### config.mk
export PLATFORM = sky130hd
export DESIGN_NAME = gate_driver_control
export DESIGN_NICKNAME = d
export VERILOG_FILES = /design/src/core/gate_drv_pkg.sv /design/src/core/delay_tap.sv /design/src/core/gate_driver_control.sv
export SDC_FILE = /design/constraint.sdc
export NUM_CORES = 1
export LEC_CHECK = 0
export ABC_AREA = 1
export BUFFER_PORTS_ARGS = -buffer_cell sky130_fd_sc_hd__clkbuf_2
export CAP_MARGIN = 20
export CORE_MARGIN = 2
export CORE_UTILIZATION = 55
export DETAILED_ROUTE_END_ITERATION = 8
export GPL_ROUTABILITY_DRIVEN = 1
export HOLD_SLACK_MARGIN = 0.15
export PLACE_DENSITY = 0.89
export RECOVER_POWER = 25
export SLEW_MARGIN = 20
export SYNTH_ARGS = -nofsm -noshare
export SYNTH_HDL_FRONTEND = slang
export SYNTH_SLANG_ARGS = --single-unit
### constraint.sdc
create_clock -name aclk -period 2.6 [get_ports aclk]
set_input_delay 0.39 -clock aclk [delete_from_list [all_inputs] [get_ports aclk]]
set_output_delay 0.39 -clock aclk [all_outputs]
set_load 0.01 [all_outputs]
### src/core/gate_drv_pkg.sv
// Constants, register map and timing shared by the gate driver control block.
//
// Behaviour
// - After reset every driver output is held disabled and low.
// - Outputs follow sources only after software writes one to the enable bit.
// - Each low-side output follows its source through one of four delay levels.
// - Each high-side output follows its own source with no selectable delay.
// - Fixed source routing with a small choice for low 3 and high-side outputs.
// - Low-side outputs 0, 1 and 2 form low-side protection group one.
// - Low-side output 3 alone forms low-side protection group two.
// - All three high-side outputs form high-side protection group one.
// - Event one disables low group one and/or high group one per its mask.
// - Event two disables low group two and/or absent high group two per mask.
package gate_drv_pkg;

   // ---------------------------------------------------------------
   // Timing
   // ---------------------------------------------------------------
   localparam int CLK_MHZ = 50;
   localparam int DLY1_NS = 50;
   localparam int DLY2_NS = 100;
   localparam int DLY3_NS = 200;
   localparam int DLY1_CYC = (DLY1_NS * CLK_MHZ + 999) / 1000;
   localparam int DLY2_CYC = (DLY2_NS * CLK_MHZ + 999) / 1000;
   localparam int DLY3_CYC = (DLY3_NS * CLK_MHZ + 999) / 1000;

   // ---------------------------------------------------------------
   // Register map, byte address = index * 4
   // ---------------------------------------------------------------
   localparam int ADDR_W = 8;
   localparam logic [2:0] IDX_CTRL = 3'h0;
   localparam logic [2:0] IDX_DELAY = 3'h1;
   localparam logic [2:0] IDX_ROUTE = 3'h2;
   localparam logic [2:0] IDX_MASK = 3'h3;
   localparam logic [2:0] IDX_STATUS = 3'h4;
   localparam logic [1:0] RESP_OKAY = 2'h0;
   localparam logic [1:0] RESP_SLVERR = 2'h2;

   // Route register fields.
   localparam int RT_LS3_LSB = 0;
   localparam int RT_HS0_BIT = 2;
   localparam int RT_HS1_LSB = 3;
   localparam int RT_HS2_BIT = 5;
   localparam int RT_W = 6;

   // Mask register fields.
   localparam int MK_E1_LOW = 0;
   localparam int MK_E1_HIGH = 1;
   localparam int MK_E2_LOW = 2;
   localparam int MK_E2_HIGH = 3;

   // Status register fields.
   localparam int ST_LS_LSB = 0;
   localparam int ST_HS_LSB = 4;
   localparam int ST_E1_BIT = 7;
   localparam int ST_E2_BIT = 8;

   // Source choices for routed low-side output 3.
   typedef enum logic [1:0] {
      SRC3_A3 = 2'h0,
      SRC3_A4 = 2'h1,
      SRC3_B0 = 2'h2,
      SRC3_OFF = 2'h3
   } tri_src_t;

endpackage

### src/core/delay_tap.sv
// Clocked delay line with a two-bit selectable tap for one low-side output.
`timescale 1ns/1ps
`default_nettype none
module delay_tap (
   input wire logic aclk, // System clock.
   input wire logic aresetn, // Synchronous reset, active low.
   input wire logic src, // Source signal.
   input wire logic [1:0] sel, // Delay code.
   output logic tap // Delayed source.
);
   import gate_drv_pkg::*;

   typedef struct packed {
      logic [DLY3_CYC-1:0] sh;
   } tap_st_t;

   tap_st_t s_q;
   tap_st_t s_d;

   always_comb begin
      s_d = s_q;
      s_d.sh = {s_q.sh[DLY3_CYC-2:0], src};
   end

   // Code 00 passes the source; higher codes pick later taps.
   always_comb begin
      case (sel)
         2'h0: tap = src;
         2'h1: tap = s_q.sh[DLY1_CYC-1];
         2'h2: tap = s_q.sh[DLY2_CYC-1];
         default: tap = s_q.sh[DLY3_CYC-1];
      endcase
   end

   always_ff @(posedge aclk) begin
      if (!aresetn) begin
         s_q <= '0;
      end else begin
         s_q <= s_d;
      end
   end

endmodule
`default_nettype wire

### src/core/gate_driver_control.sv
// Gate driver control: source routing, delays, enable, fault shutdown, AXI4-Lite registers.
//
// Local design decisions: the AXI4-Lite slave port and the address map.
`timescale 1ns/1ps
`default_nettype none
module gate_driver_control (
   input wire logic aclk, // System clock, 50 MHz.
   input wire logic aresetn, // Synchronous reset, active low.
   input wire logic [gate_drv_pkg::ADDR_W-1:0] s_axi_awaddr, // Write address.
   input wire logic s_axi_awvalid, // Write address valid.
   output logic s_axi_awready, // Write address ready.
   input wire logic [31:0] s_axi_wdata, // Write data.
   input wire logic [3:0] s_axi_wstrb, // Write byte strobes.
   input wire logic s_axi_wvalid, // Write data valid.
   output logic s_axi_wready, // Write data ready.
   output logic [1:0] s_axi_bresp, // Write response.
   output logic s_axi_bvalid, // Write response valid.
   input wire logic s_axi_bready, // Write response ready.
   input wire logic [gate_drv_pkg::ADDR_W-1:0] s_axi_araddr, // Read address.
   input wire logic s_axi_arvalid, // Read address valid.
   output logic s_axi_arready, // Read address ready.
   output logic [31:0] s_axi_rdata, // Read data.
   output logic [1:0] s_axi_rresp, // Read response.
   output logic s_axi_rvalid, // Read data valid.
   input wire logic s_axi_rready, // Read data ready.
   input wire logic timer_a_channel_0, // Timer A channel 0.
   input wire logic timer_a_channel_1, // Timer A channel 1.
   input wire logic timer_a_channel_2, // Timer A channel 2.
   input wire logic timer_a_channel_3, // Timer A channel 3.
   input wire logic timer_a_channel_4, // Timer A channel 4.
   input wire logic timer_a_channel_5, // Timer A channel 5.
   input wire logic timer_a_channel_6, // Timer A channel 6.
   input wire logic timer_a_channel_7, // Timer A channel 7.
   input wire logic timer_b_channel_0, // Timer B channel 0.
   input wire logic timer_c_channel_1, // Timer C channel 1.
   input wire logic timer_d_channel_0, // Timer D channel 0.
   input wire logic fault_event_one, // Protection event one, active high.
   input wire logic fault_event_two, // Protection event two, active high.
   output logic [3:0] low_side_gate_out, // Low-side driver controls.
   output logic [2:0] high_side_gate_out // High-side driver controls.
);
   import gate_drv_pkg::*;

   // ---------------------------------------------------------------
   // State
   // ---------------------------------------------------------------
   typedef struct packed {
      logic en;
      logic [7:0] dly;
      logic [RT_W-1:0] route;
      logic [3:0] mask;
      logic aw_open;
      logic aw_bad;
      logic [2:0] aw_idx;
      logic w_open;
      logic [31:0] wdata;
      logic wstrb0;
      logic bvalid;
      logic [1:0] bresp;
      logic ar_open;
      logic rvalid;
      logic [31:0] rdata;
      logic [1:0] rresp;
      logic [3:0] ls;
      logic [2:0] hs;
   } ctl_st_t;

   ctl_st_t s_q;
   ctl_st_t s_d;
   logic [3:0] ls_src;
   logic [3:0] ls_tap;
   logic [2:0] hs_src;
   logic [3:0] ls_kill;
   logic [2:0] hs_kill;

   function automatic logic bad_addr(input logic [ADDR_W-1:0] a);
      bad_addr = (|a[ADDR_W-1:5]) || (a[4:2] > IDX_STATUS) || (|a[1:0]);
   endfunction

   function automatic logic [31:0] read_word(input logic [2:0] idx);
      logic [31:0] v;
      v = '0;
      case (idx)
         IDX_CTRL: v[0] = s_q.en;
         IDX_DELAY: v[7:0] = s_q.dly;
         IDX_ROUTE: v[RT_W-1:0] = s_q.route;
         IDX_MASK: v[3:0] = s_q.mask;
         IDX_STATUS: begin
            v[ST_LS_LSB +: 4] = low_side_gate_out;
            v[ST_HS_LSB +: 3] = high_side_gate_out;
            v[ST_E1_BIT] = fault_event_one;
            v[ST_E2_BIT] = fault_event_two;
         end
         default: v = '0;
      endcase
      read_word = v;
   endfunction

   // ---------------------------------------------------------------
   // Source routing and delay lines
   // ---------------------------------------------------------------
   always_comb begin
      ls_src[0] = timer_a_channel_0;
      ls_src[1] = timer_a_channel_1;
      ls_src[2] = timer_a_channel_2;
      case (tri_src_t'(s_q.route[RT_LS3_LSB +: 2]))
         SRC3_A3: ls_src[3] = timer_a_channel_3;
         SRC3_A4: ls_src[3] = timer_a_channel_4;
         SRC3_B0: ls_src[3] = timer_b_channel_0;
         default: ls_src[3] = 1'b0;
      endcase
      hs_src[0] = s_q.route[RT_HS0_BIT] ? timer_b_channel_0 : timer_a_channel_4;
      case (s_q.route[RT_HS1_LSB +: 2])
         2'h0: hs_src[1] = timer_a_channel_5;
         2'h1: hs_src[1] = timer_a_channel_7;
         2'h2: hs_src[1] = timer_c_channel_1;
         default: hs_src[1] = 1'b0;
      endcase
      hs_src[2] = s_q.route[RT_HS2_BIT] ? timer_d_channel_0 : timer_a_channel_6;
   end

   for (genvar i = 0; i < 4; i++) begin : g_ls
      delay_tap u_tap (
         .aclk(aclk),
         .aresetn(aresetn),
         .src(ls_src[i]),
         .sel(s_q.dly[2*i +: 2]),
         .tap(ls_tap[i])
      );
   end

   // ---------------------------------------------------------------
   // Next state
   // ---------------------------------------------------------------
   always_comb begin
      s_d = s_q;
      if (s_axi_awvalid && s_q.aw_open) begin
         s_d.aw_open = 1'b0;
         s_d.aw_idx = s_axi_awaddr[4:2];
         s_d.aw_bad = bad_addr(s_axi_awaddr);
      end
      if (s_axi_wvalid && s_q.w_open) begin
         s_d.w_open = 1'b0;
         s_d.wdata = s_axi_wdata;
         s_d.wstrb0 = s_axi_wstrb[0];
      end
      // Both halves held: commit once and answer.
      if (!s_q.aw_open && !s_q.w_open && !s_q.bvalid) begin
         s_d.bvalid = 1'b1;
         s_d.bresp = s_q.aw_bad ? RESP_SLVERR : RESP_OKAY;
         if (!s_q.aw_bad && s_q.wstrb0) begin
            case (s_q.aw_idx)
               IDX_CTRL: s_d.en = s_q.wdata[0];
               IDX_DELAY: s_d.dly = s_q.wdata[7:0];
               IDX_ROUTE: s_d.route = s_q.wdata[RT_W-1:0];
               IDX_MASK: s_d.mask = s_q.wdata[3:0];
               default: s_d.en = s_q.en;
            endcase
         end
      end
      if (s_q.bvalid && s_axi_bready) begin
         s_d.bvalid = 1'b0;
         s_d.aw_open = 1'b1;
         s_d.w_open = 1'b1;
      end
      if (s_axi_arvalid && s_q.ar_open) begin
         s_d.ar_open = 1'b0;
         s_d.rvalid = 1'b1;
         s_d.rdata = bad_addr(s_axi_araddr) ? '0 : read_word(s_axi_araddr[4:2]);
         s_d.rresp = bad_addr(s_axi_araddr) ? RESP_SLVERR : RESP_OKAY;
      end
      if (s_q.rvalid && s_axi_rready) begin
         s_d.rvalid = 1'b0;
         s_d.ar_open = 1'b1;
      end
      // Drivers follow their sources only while enabled.
      s_d.ls = s_q.en ? ls_tap : 4'h0;
      s_d.hs = s_q.en ? hs_src : 3'h0;
   end

   always_ff @(posedge aclk) begin
      if (!aresetn) begin
         s_q <= '0;
         s_q.aw_open <= 1'b1;
         s_q.w_open <= 1'b1;
         s_q.ar_open <= 1'b1;
      end else begin
         s_q <= s_d;
      end
   end

   // ---------------------------------------------------------------
   // Fault shutdown
   // ---------------------------------------------------------------
   // The kill path bypasses the flops so a fault turns drivers off at once,
   // not on the next clock edge; this is the one output path after a gate.
   always_comb begin
      ls_kill[2:0] = {3{fault_event_one && s_q.mask[MK_E1_LOW]}};
      ls_kill[3] = fault_event_two && s_q.mask[MK_E2_LOW];
      hs_kill = {3{fault_event_one && s_q.mask[MK_E1_HIGH]}};
   end

   assign low_side_gate_out = s_q.ls & ~ls_kill;
   assign high_side_gate_out = s_q.hs & ~hs_kill;
   assign s_axi_awready = s_q.aw_open;
   assign s_axi_wready = s_q.w_open;
   assign s_axi_bvalid = s_q.bvalid;
   assign s_axi_bresp = s_q.bresp;
   assign s_axi_arready = s_q.ar_open;
   assign s_axi_rvalid = s_q.rvalid;
   assign s_axi_rdata = s_q.rdata;
   assign s_axi_rresp = s_q.rresp;

   // ---------------------------------------------------------------
   // Assertions
   // ---------------------------------------------------------------
   localparam int LONG_LAG = DLY3_CYC + 1;
   localparam int SHORT_LAG = DLY1_CYC + 1;
   localparam int MID_LAG = DLY2_CYC + 1;
endmodule
`default_nettype wire

==> run metrics, run 1 <==
status=finished clean; post-synthesis sequential area ratio=about half; main combinational cell family by area after synthesis=simple AND/OR/NAND/NOR gates; mux cell area share after synthesis=0%; Slew headroom=between 40% and 50%; Final Cell Area=~0.0043 mm²; Setup TNS=0 ns; Post-Syn Area per Cell=roughly 7.6 µm²; GRT Total Usage=around 22%; first-pass GRT wire length=about 13 mm; combinational cell fraction of total power=between 7 and 8%; multi-input logic area=0.001444 mm²; Initial DRT Pass Iterations=5; Max stage delay on crit path=between 0.5 and 0.6 ns; largest cells by area after synthesis=dfxtp_1 49%, nand2_1 12%, buf_4 7.0%; Detailed Route WL=7.725 mm; initial core utilization=56.76%; vias in the first global route=about 3000; most frequent cells in the layout=123 x nand2_1, 95 x dfxtp_1, 70 x inv_1; Synth Area in Compound Gates=11.91%; register share of total power=between 50% and 60%; remaining antenna violation count=0; CTS tree=yes; Placer Congestion=0.8415; I/O pin cnt=120; number of hold buffers added after cts=0; synth warn=0; total power=between 2 and 3 mW; Root Driver=clkbuf_8; detailed placement HPWL=roughly 6 mm; WP buf/inv=2; skew final=about 0.010 ns; critical path arrival=just over 2 ns; post-DR vias/cell=about 5; global route overflow=0; clk sink count=95; Iter 0 DRT Violations=roughly 180; Pins Over Slew Limit=0; Worst VDD drop=379.1 µV; switch share=between 20% and 30%; mapped cell area=0.003856 mm²; clk_lat worst skew=around 0.36 ns; Area growth syn-to-layout=10.51%; largest net degree at the start of global routing=47; post-CTS setup buffer count=0; Power Internal=about 1.9 mW; unique cell type count in the Yosys netlist=28; setup violators final=0; WP data required=around 2.9 ns; Min Clock Period, post-route=roughly 1.8 ns; nets=~640; WS Path Type=input port to flip-flop; worst path cell trace=clkbuf_1 > inv_1 > a21oi_1 > a21boi_0; post_cts resized=0; Synth Register Bits=95; # diodes=0; Tcrit/Tclk final=67.58%; RSZ-0062 raised after global routing=no; Clk pwr share=about a third; commonest non-fill, non-tap cell in the layout=nand2_1; PwrDens=about 600 mW/mm²; Max-Cap Viols=0; XOR/XNOR Fraction of Synth Area=0%; Post-Synth Simple-Gate Area=~23%; Filler Cell Count=just over 600; chip height=~88 µm; vias=between 3000 and 4000; initial antenna violation count=0; H-Tree Depth=3; DR WL/cell=11.63 µm; Num CTS Buffers=9; core outline area=0.006794 mm²; DRC viols=0; crit start category=input port; share of cells above drive strength 1=roughly 17%; chip width=between 80 and 90 µm; actual slew at the worst max-slew pin=0.8292 ns; crit-path leading delay family=buffers and inverters; adder-cell share of the synthesized area=0%; post-synth top area share=49.32%; Longest Clk Path Bufs=2; num rows=30; Achievable Freq=569.1 MHz; Slowest-stage cell, CP=inv_1; Die Footprint=around 0.0077 mm²; clock-pin slew on the worst setup and hold paths=around 0.080 ns; leak pwr=about 2.1 nW; sequential cell area=~0.0019 mm²; P_sw=between 600 and 700 µW; Yosys top cell by area=dfxtp_1; Post-Synthesis Cells=slightly above 500; I/O Buffers=67; CP endpoint kind=flip-flop; Hold Fails Final Rpt=0; worst min-delay path class=input port to flip-flop; post-place instance area=a little over 0.004 mm²; critical path peak fanout=25
## kinds of logic after synthesis
group | Yosys count
other | 1
AO/OA/AOI/OAI | 85
buffers and inverters | 123
AND/OR/NAND/NOR | 205
flip-flops | 95
## final timing paths
path	startpoint	end	slack (ns)	depth (start not counted)
worst max-delay path	aresetn	s_axi_bvalid	0.84	4
worst max register to register	s_q[81]	s_q[88]	1.02	5
worst min-delay path	s_axi_wvalid	s_axi_wready	0.21	2
worst min register to register	g_ls[0].u_tap.s_q[3]	g_ls[0].u_tap.s_q[4]	0.42	2
## worst register-to-register path: cells and delay by family, from the launching register on
kind / cells / cell delay (ns)
AOI/OAI and AO/OA: 1 / 0.07
and+or+nand+nor: 3 / 0.86
buffers and inverters: 1 / 0.10
DFF: 1 / 0.40
## metrics by stage
stage	setup slack, ns	hold slack (ns)	util [%]	cells
6_report	0.8429	0.2129	62.73	664
5_1_grt	0.6808	0.1966	62.73	664
4_1_cts	1.029	0.1976	62.78	664
3_5_place_dp	0.9139	0.4000	60.20	649
3_3_place_gp	0.9891	0.3930	60.20	649
2_1_floorplan	1.400	0.3905	-	533
## routing by layer
metal	track usage (%)	vias up	wire length [µm]
met1	26.45	1439	3286
met5	0	-	0
met4	10.21	0	192
li1	-	1645	-
met2	36.23	140	3648
met3	6.032	24	598
## registers in the layout (all words and copies together) (netlist names)
| register | flops |
|---|---|
| s_axi_bvalid | 1 |
| g_ls.u_tap.s_q | 40 |
| s_axi_bresp | 1 |
| s_axi_arready | 1 |
| s_axi_awready | 1 |
| s_axi_rvalid | 1 |
| s_axi_rdata | 9 |
| s_axi_wready | 1 |
| s_axi_rresp | 1 |
| s_q | 39 |
## power by group through the flow
| stage | Combinational [mW] | Clock [mW] | Sequential [mW] |
|---|---|---|---|
| floorplan | 0.147 | 0 | 1.54 |
| global placement | 0.182 | 0 | 1.55 |
| detailed placement | 0.187 | 0 | 1.55 |
| CTS | 0.188 | 0.884 | 1.52 |
| global route | 0.215 | 0.949 | 1.52 |
| finish | 0.188 | 0.861 | 1.52 |
## cells in the mapped netlist
cell type / count
nor2_4: 1
nor3_4: 3
a21boi_0: 1
buf_4: 36
nor3_1: 6
nand2_1: 123
nor2_1: 40
clkbuf_1: 9
o21ai_2: 1
nor3_2: 1
conb_1: 1
nand3b_1: 1
inv_1: 69
nand4_1: 3
and2_1: 2
o21ai_0: 27
a31oi_1: 1
nand3_2: 3
a211oi_1: 5
buf_2: 3
a41oi_1: 1
dfxtp_1: 95
a21oi_1: 46
a21oi_2: 2
inv_2: 5
nand3_1: 22
o21a_1: 1
clkinv_1: 1
## final cells by class
class,count,area share [%]
sequential,95,44.63
multi-input combinational,315,33.88
timing repair buffer,68,7.957
inverter,75,6.606
clock buffer,13,3.729
tap,96,2.819
clock inverter,2,0.3817
(Power assumes the default switching activity.)
==> run 2, diff against run 1 <==
--- a/config.mk
+++ b/config.mk
@@ -5,15 +5,15 @@
 export SDC_FILE = /design/constraint.sdc
 export NUM_CORES = 1
 export LEC_CHECK = 0
-export ABC_AREA = 1
+export ABC_AREA = 0
 export BUFFER_PORTS_ARGS = -buffer_cell sky130_fd_sc_hd__clkbuf_2
 export CAP_MARGIN = 20
 export CORE_MARGIN = 2
-export CORE_UTILIZATION = 55
+export CORE_UTILIZATION = 50
 export DETAILED_ROUTE_END_ITERATION = 8
 export GPL_ROUTABILITY_DRIVEN = 1
 export HOLD_SLACK_MARGIN = 0.15
-export PLACE_DENSITY = 0.89
+export PLACE_DENSITY = 0.83
 export RECOVER_POWER = 25
 export SLEW_MARGIN = 20
 export SYNTH_ARGS = -nofsm -noshare
==> constraint.sdc (replaced) <==
create_clock -name aclk -period 1.8 [get_ports aclk]
set_input_delay 0.27 -clock aclk [delete_from_list [all_inputs] [get_ports aclk]]
set_output_delay 0.27 -clock aclk [all_outputs]
set_load 0.01 [all_outputs]
==> run metrics, run 2 <==
clk sink count=95; post-synth top area share=between 50% and 60%; Hold Path Depth=3; Power Internal=about 2.9 mW; critical path peak fanout=12; post-place instance area=approximately 0.004 mm²; Detailed Route WL=around 7.4 mm; most frequent cells after synthesis=95 x dfxtp_1, 45 x and2_1, 44 x nand2_1; status=finished clean; Post-Syn Area per Cell=between 9 and 10 µm²; WS Path Type=flip-flop to flip-flop; Final Cell Area=~0.0043 mm²; initial core utilization=approximately half; largest cells by area after synthesis=dfxtp_1 50%, and2_1 7.4%, buf_4 7.3%; switch share=~24%; RSZ-0062 raised after global routing=no; multi-input logic area=about 0.0016 mm²; core outline area=0.007292 mm²; leak pwr=~1.8 nW; GRT Total Usage=between 10% and 20%; largest net degree at the start of global routing=85; Filler Cell Count=~660; Hold Fails Final Rpt=0; Clk pwr share=a little under two fifths; first-pass GRT wire length=about 12 mm; detailed placement HPWL=about 5.5 mm; # diodes=0; combinational cell fraction of total power=approximately 7.0%; Post-Synthesis Cells=between 300 and 400; r2r startpoint=s_q[46]; number of synthesized flops with an enable pin=0; chip width=between 90 and 100 µm; Min Clock Period, post-route=~1.5 ns; H-Tree Depth=3; mapped cell area=0.003790 mm²; sequential cell area=about 0.0019 mm²; Placer Congestion=between 0.8 and 0.9; top register by number of flip-flops=g_ls.u_tap.s_q; worst min-delay path class=input port to flip-flop; CTS tree=yes; CP endpoint kind=flip-flop; asr flop ratio synth=0%; DRC viols=0; unique cell type count in the Yosys netlist=43; Achievable Freq=645.7 MHz; number of hold buffers added after cts=7; critical path arrival=about 1.8 ns; Num CTS Buffers=9; P_sw=approximately 950 µW; WHS Endpoint=s_q[50]; share of cells above drive strength 1=between 20% and 30%; Root Driver=clkbuf_8; synth warn=0; post-CTS setup buffer count=0; initial antenna violation count=0; Most used DFF post-synth=dfxtp_1; reg2reg end=s_q[89]; Initial DRT Pass Iterations=5; Pins Over Slew Limit=0; Worst VDD drop=between 300 and 400 µV; clk_lat worst skew=~0.36 ns; Slew headroom=roughly 67%; Iter 0 DRT Violations=85; actual slew at the worst max-slew pin=approximately 0.49 ns; clock-pin slew on the worst setup and hold paths=0.09 ns; I/O pin cnt=120; register share of total power=approximately 56%; WP data required=around 2.0 ns; Synth Register Bits=95; Tcrit/Tclk final=approximately 86%; post-synthesis sequential area ratio=between 50% and 60%; Longest Clk Path Bufs=2; I/O Buffers=67; post-DR vias/cell=approximately 5; PwrDens=898.9 mW/mm²; Setup TNS=0 ns; r2r setup slk=approximately 0.25 ns; crit start category=flip-flop; Area growth syn-to-layout=13.77%; post_cts resized=0; Hold Startpoint=s_axi_wdata[3]; setup violators final=0; Max-Cap Viols=0; nets=526; commonest non-fill, non-tap cell in the layout=dfxtp_1; cell with the most instances after synthesis=dfxtp_1; DR WL/cell=13.34 µm; global route overflow=0; Yosys top cell by area=dfxtp_1; most frequent cells in the layout=95 x dfxtp_1, 66 x clkbuf_2, 44 x nand2_1; remaining antenna violation count=0; R2R cell count=4; vias in the first global route=roughly 2600; num rows=31; max reg flops=40; chip height=approximately 90 µm; vias=around 2800; Die Footprint=just over 0.008 mm²; skew final=about 0.014 ns
==> run 2: cell types whose count changed after synthesis, moves of 18 or more <==
cell,previous run,this run
nand2_1,123,44
inv_1,69,7
a21oi_1,46,1
and2_1,2,45
nor2_1,40,5
o21ai_0,27,9
o21ai_1,0,18
==> run 2: cell families (layout without fill, tap and decap cells) <==
family / after synthesis / in the layout / synth area share (%)
compound gates: 63 / 63 / 10.70
buf+inv: 62 / 102 / 9.938
flops: 95 / 95 / 50.18
mux: 15 / 15 / 5.381
other cells: 1 / 25 / 0.09895
simple gates: 159 / 159 / 23.70
==> run 2: routing by layer <==
metal | wire length (µm) | GRT usage [%] | vias to the layer above
met5 | 0 | 0 | -
met3 | 316 | 3.154 | 23
met4 | 266 | 10.86 | 0
li1 | - | - | 1396
met1 | 3415 | 24.19 | 1288
met2 | 3445 | 28.33 | 90
==> run 2: final cells by class <==
class | count | area share [%]
Multi-Input combinational cell | 262 | 37.14
Timing Repair Buffer | 79 | 10.53
Tap cell | 99 | 2.873
Clock buffer | 10 | 2.960
Sequential cell | 95 | 44.11
Inverter | 7 | 0.6094
Clock inverter | 6 | 1.770
==> run 2: how the worst max path moves through the flow <==
stage                    start             end  slack, ns  depth (start not counted)
2_1_floorplan    s_axi_arready  s_axi_rdata[1]       0.43                          4
3_3_place_gp   s_axi_araddr[3]  s_axi_rdata[3]       0.31                          6
3_5_place_dp           s_q[83]         s_q[90]       0.26                          4
4_1_cts                s_q[83]         s_q[89]       0.24                          4
5_1_grt                s_q[83]         s_q[89]       0.12                          4
6_report               s_q[46]         s_q[89]       0.25                          4
==> run 2: worst max-delay path, cell delays in order, from the launching register on <==
cell      delay [ns]
dfxtp_1         0.36
nor3b_2         0.28
nand4b_1        0.46
nand3_1         0.23
o21ai_1         0.09
==> run 2: metrics by stage <==
step	power, mW	setup slack (ns)	cells	utilization, %	hold slack (ns)
2_1_floorplan	2.419	0.4342	419	-	0.3704
3_3_place_gp	2.472	0.3052	535	55.39	0.4143
3_5_place_dp	2.480	0.2569	535	55.39	0.4169
4_1_cts	3.901	0.2438	558	59.15	0.1506
5_1_grt	4.028	0.1225	558	59.13	0.1688
6_report	3.876	0.2514	558	59.13	0.1602
==> run 2: power groups by stage <==
stage / combinational (mW) / clock, mW / sequential [mW]
after floorplan: 0.203 / 0 / 2.22
after detailed placement: 0.263 / 0 / 2.22
after CTS: 0.275 / 1.46 / 2.17
final: 0.273 / 1.43 / 2.17
after global routing: 0.304 / 1.55 / 2.17
after global placement: 0.257 / 0 / 2.22
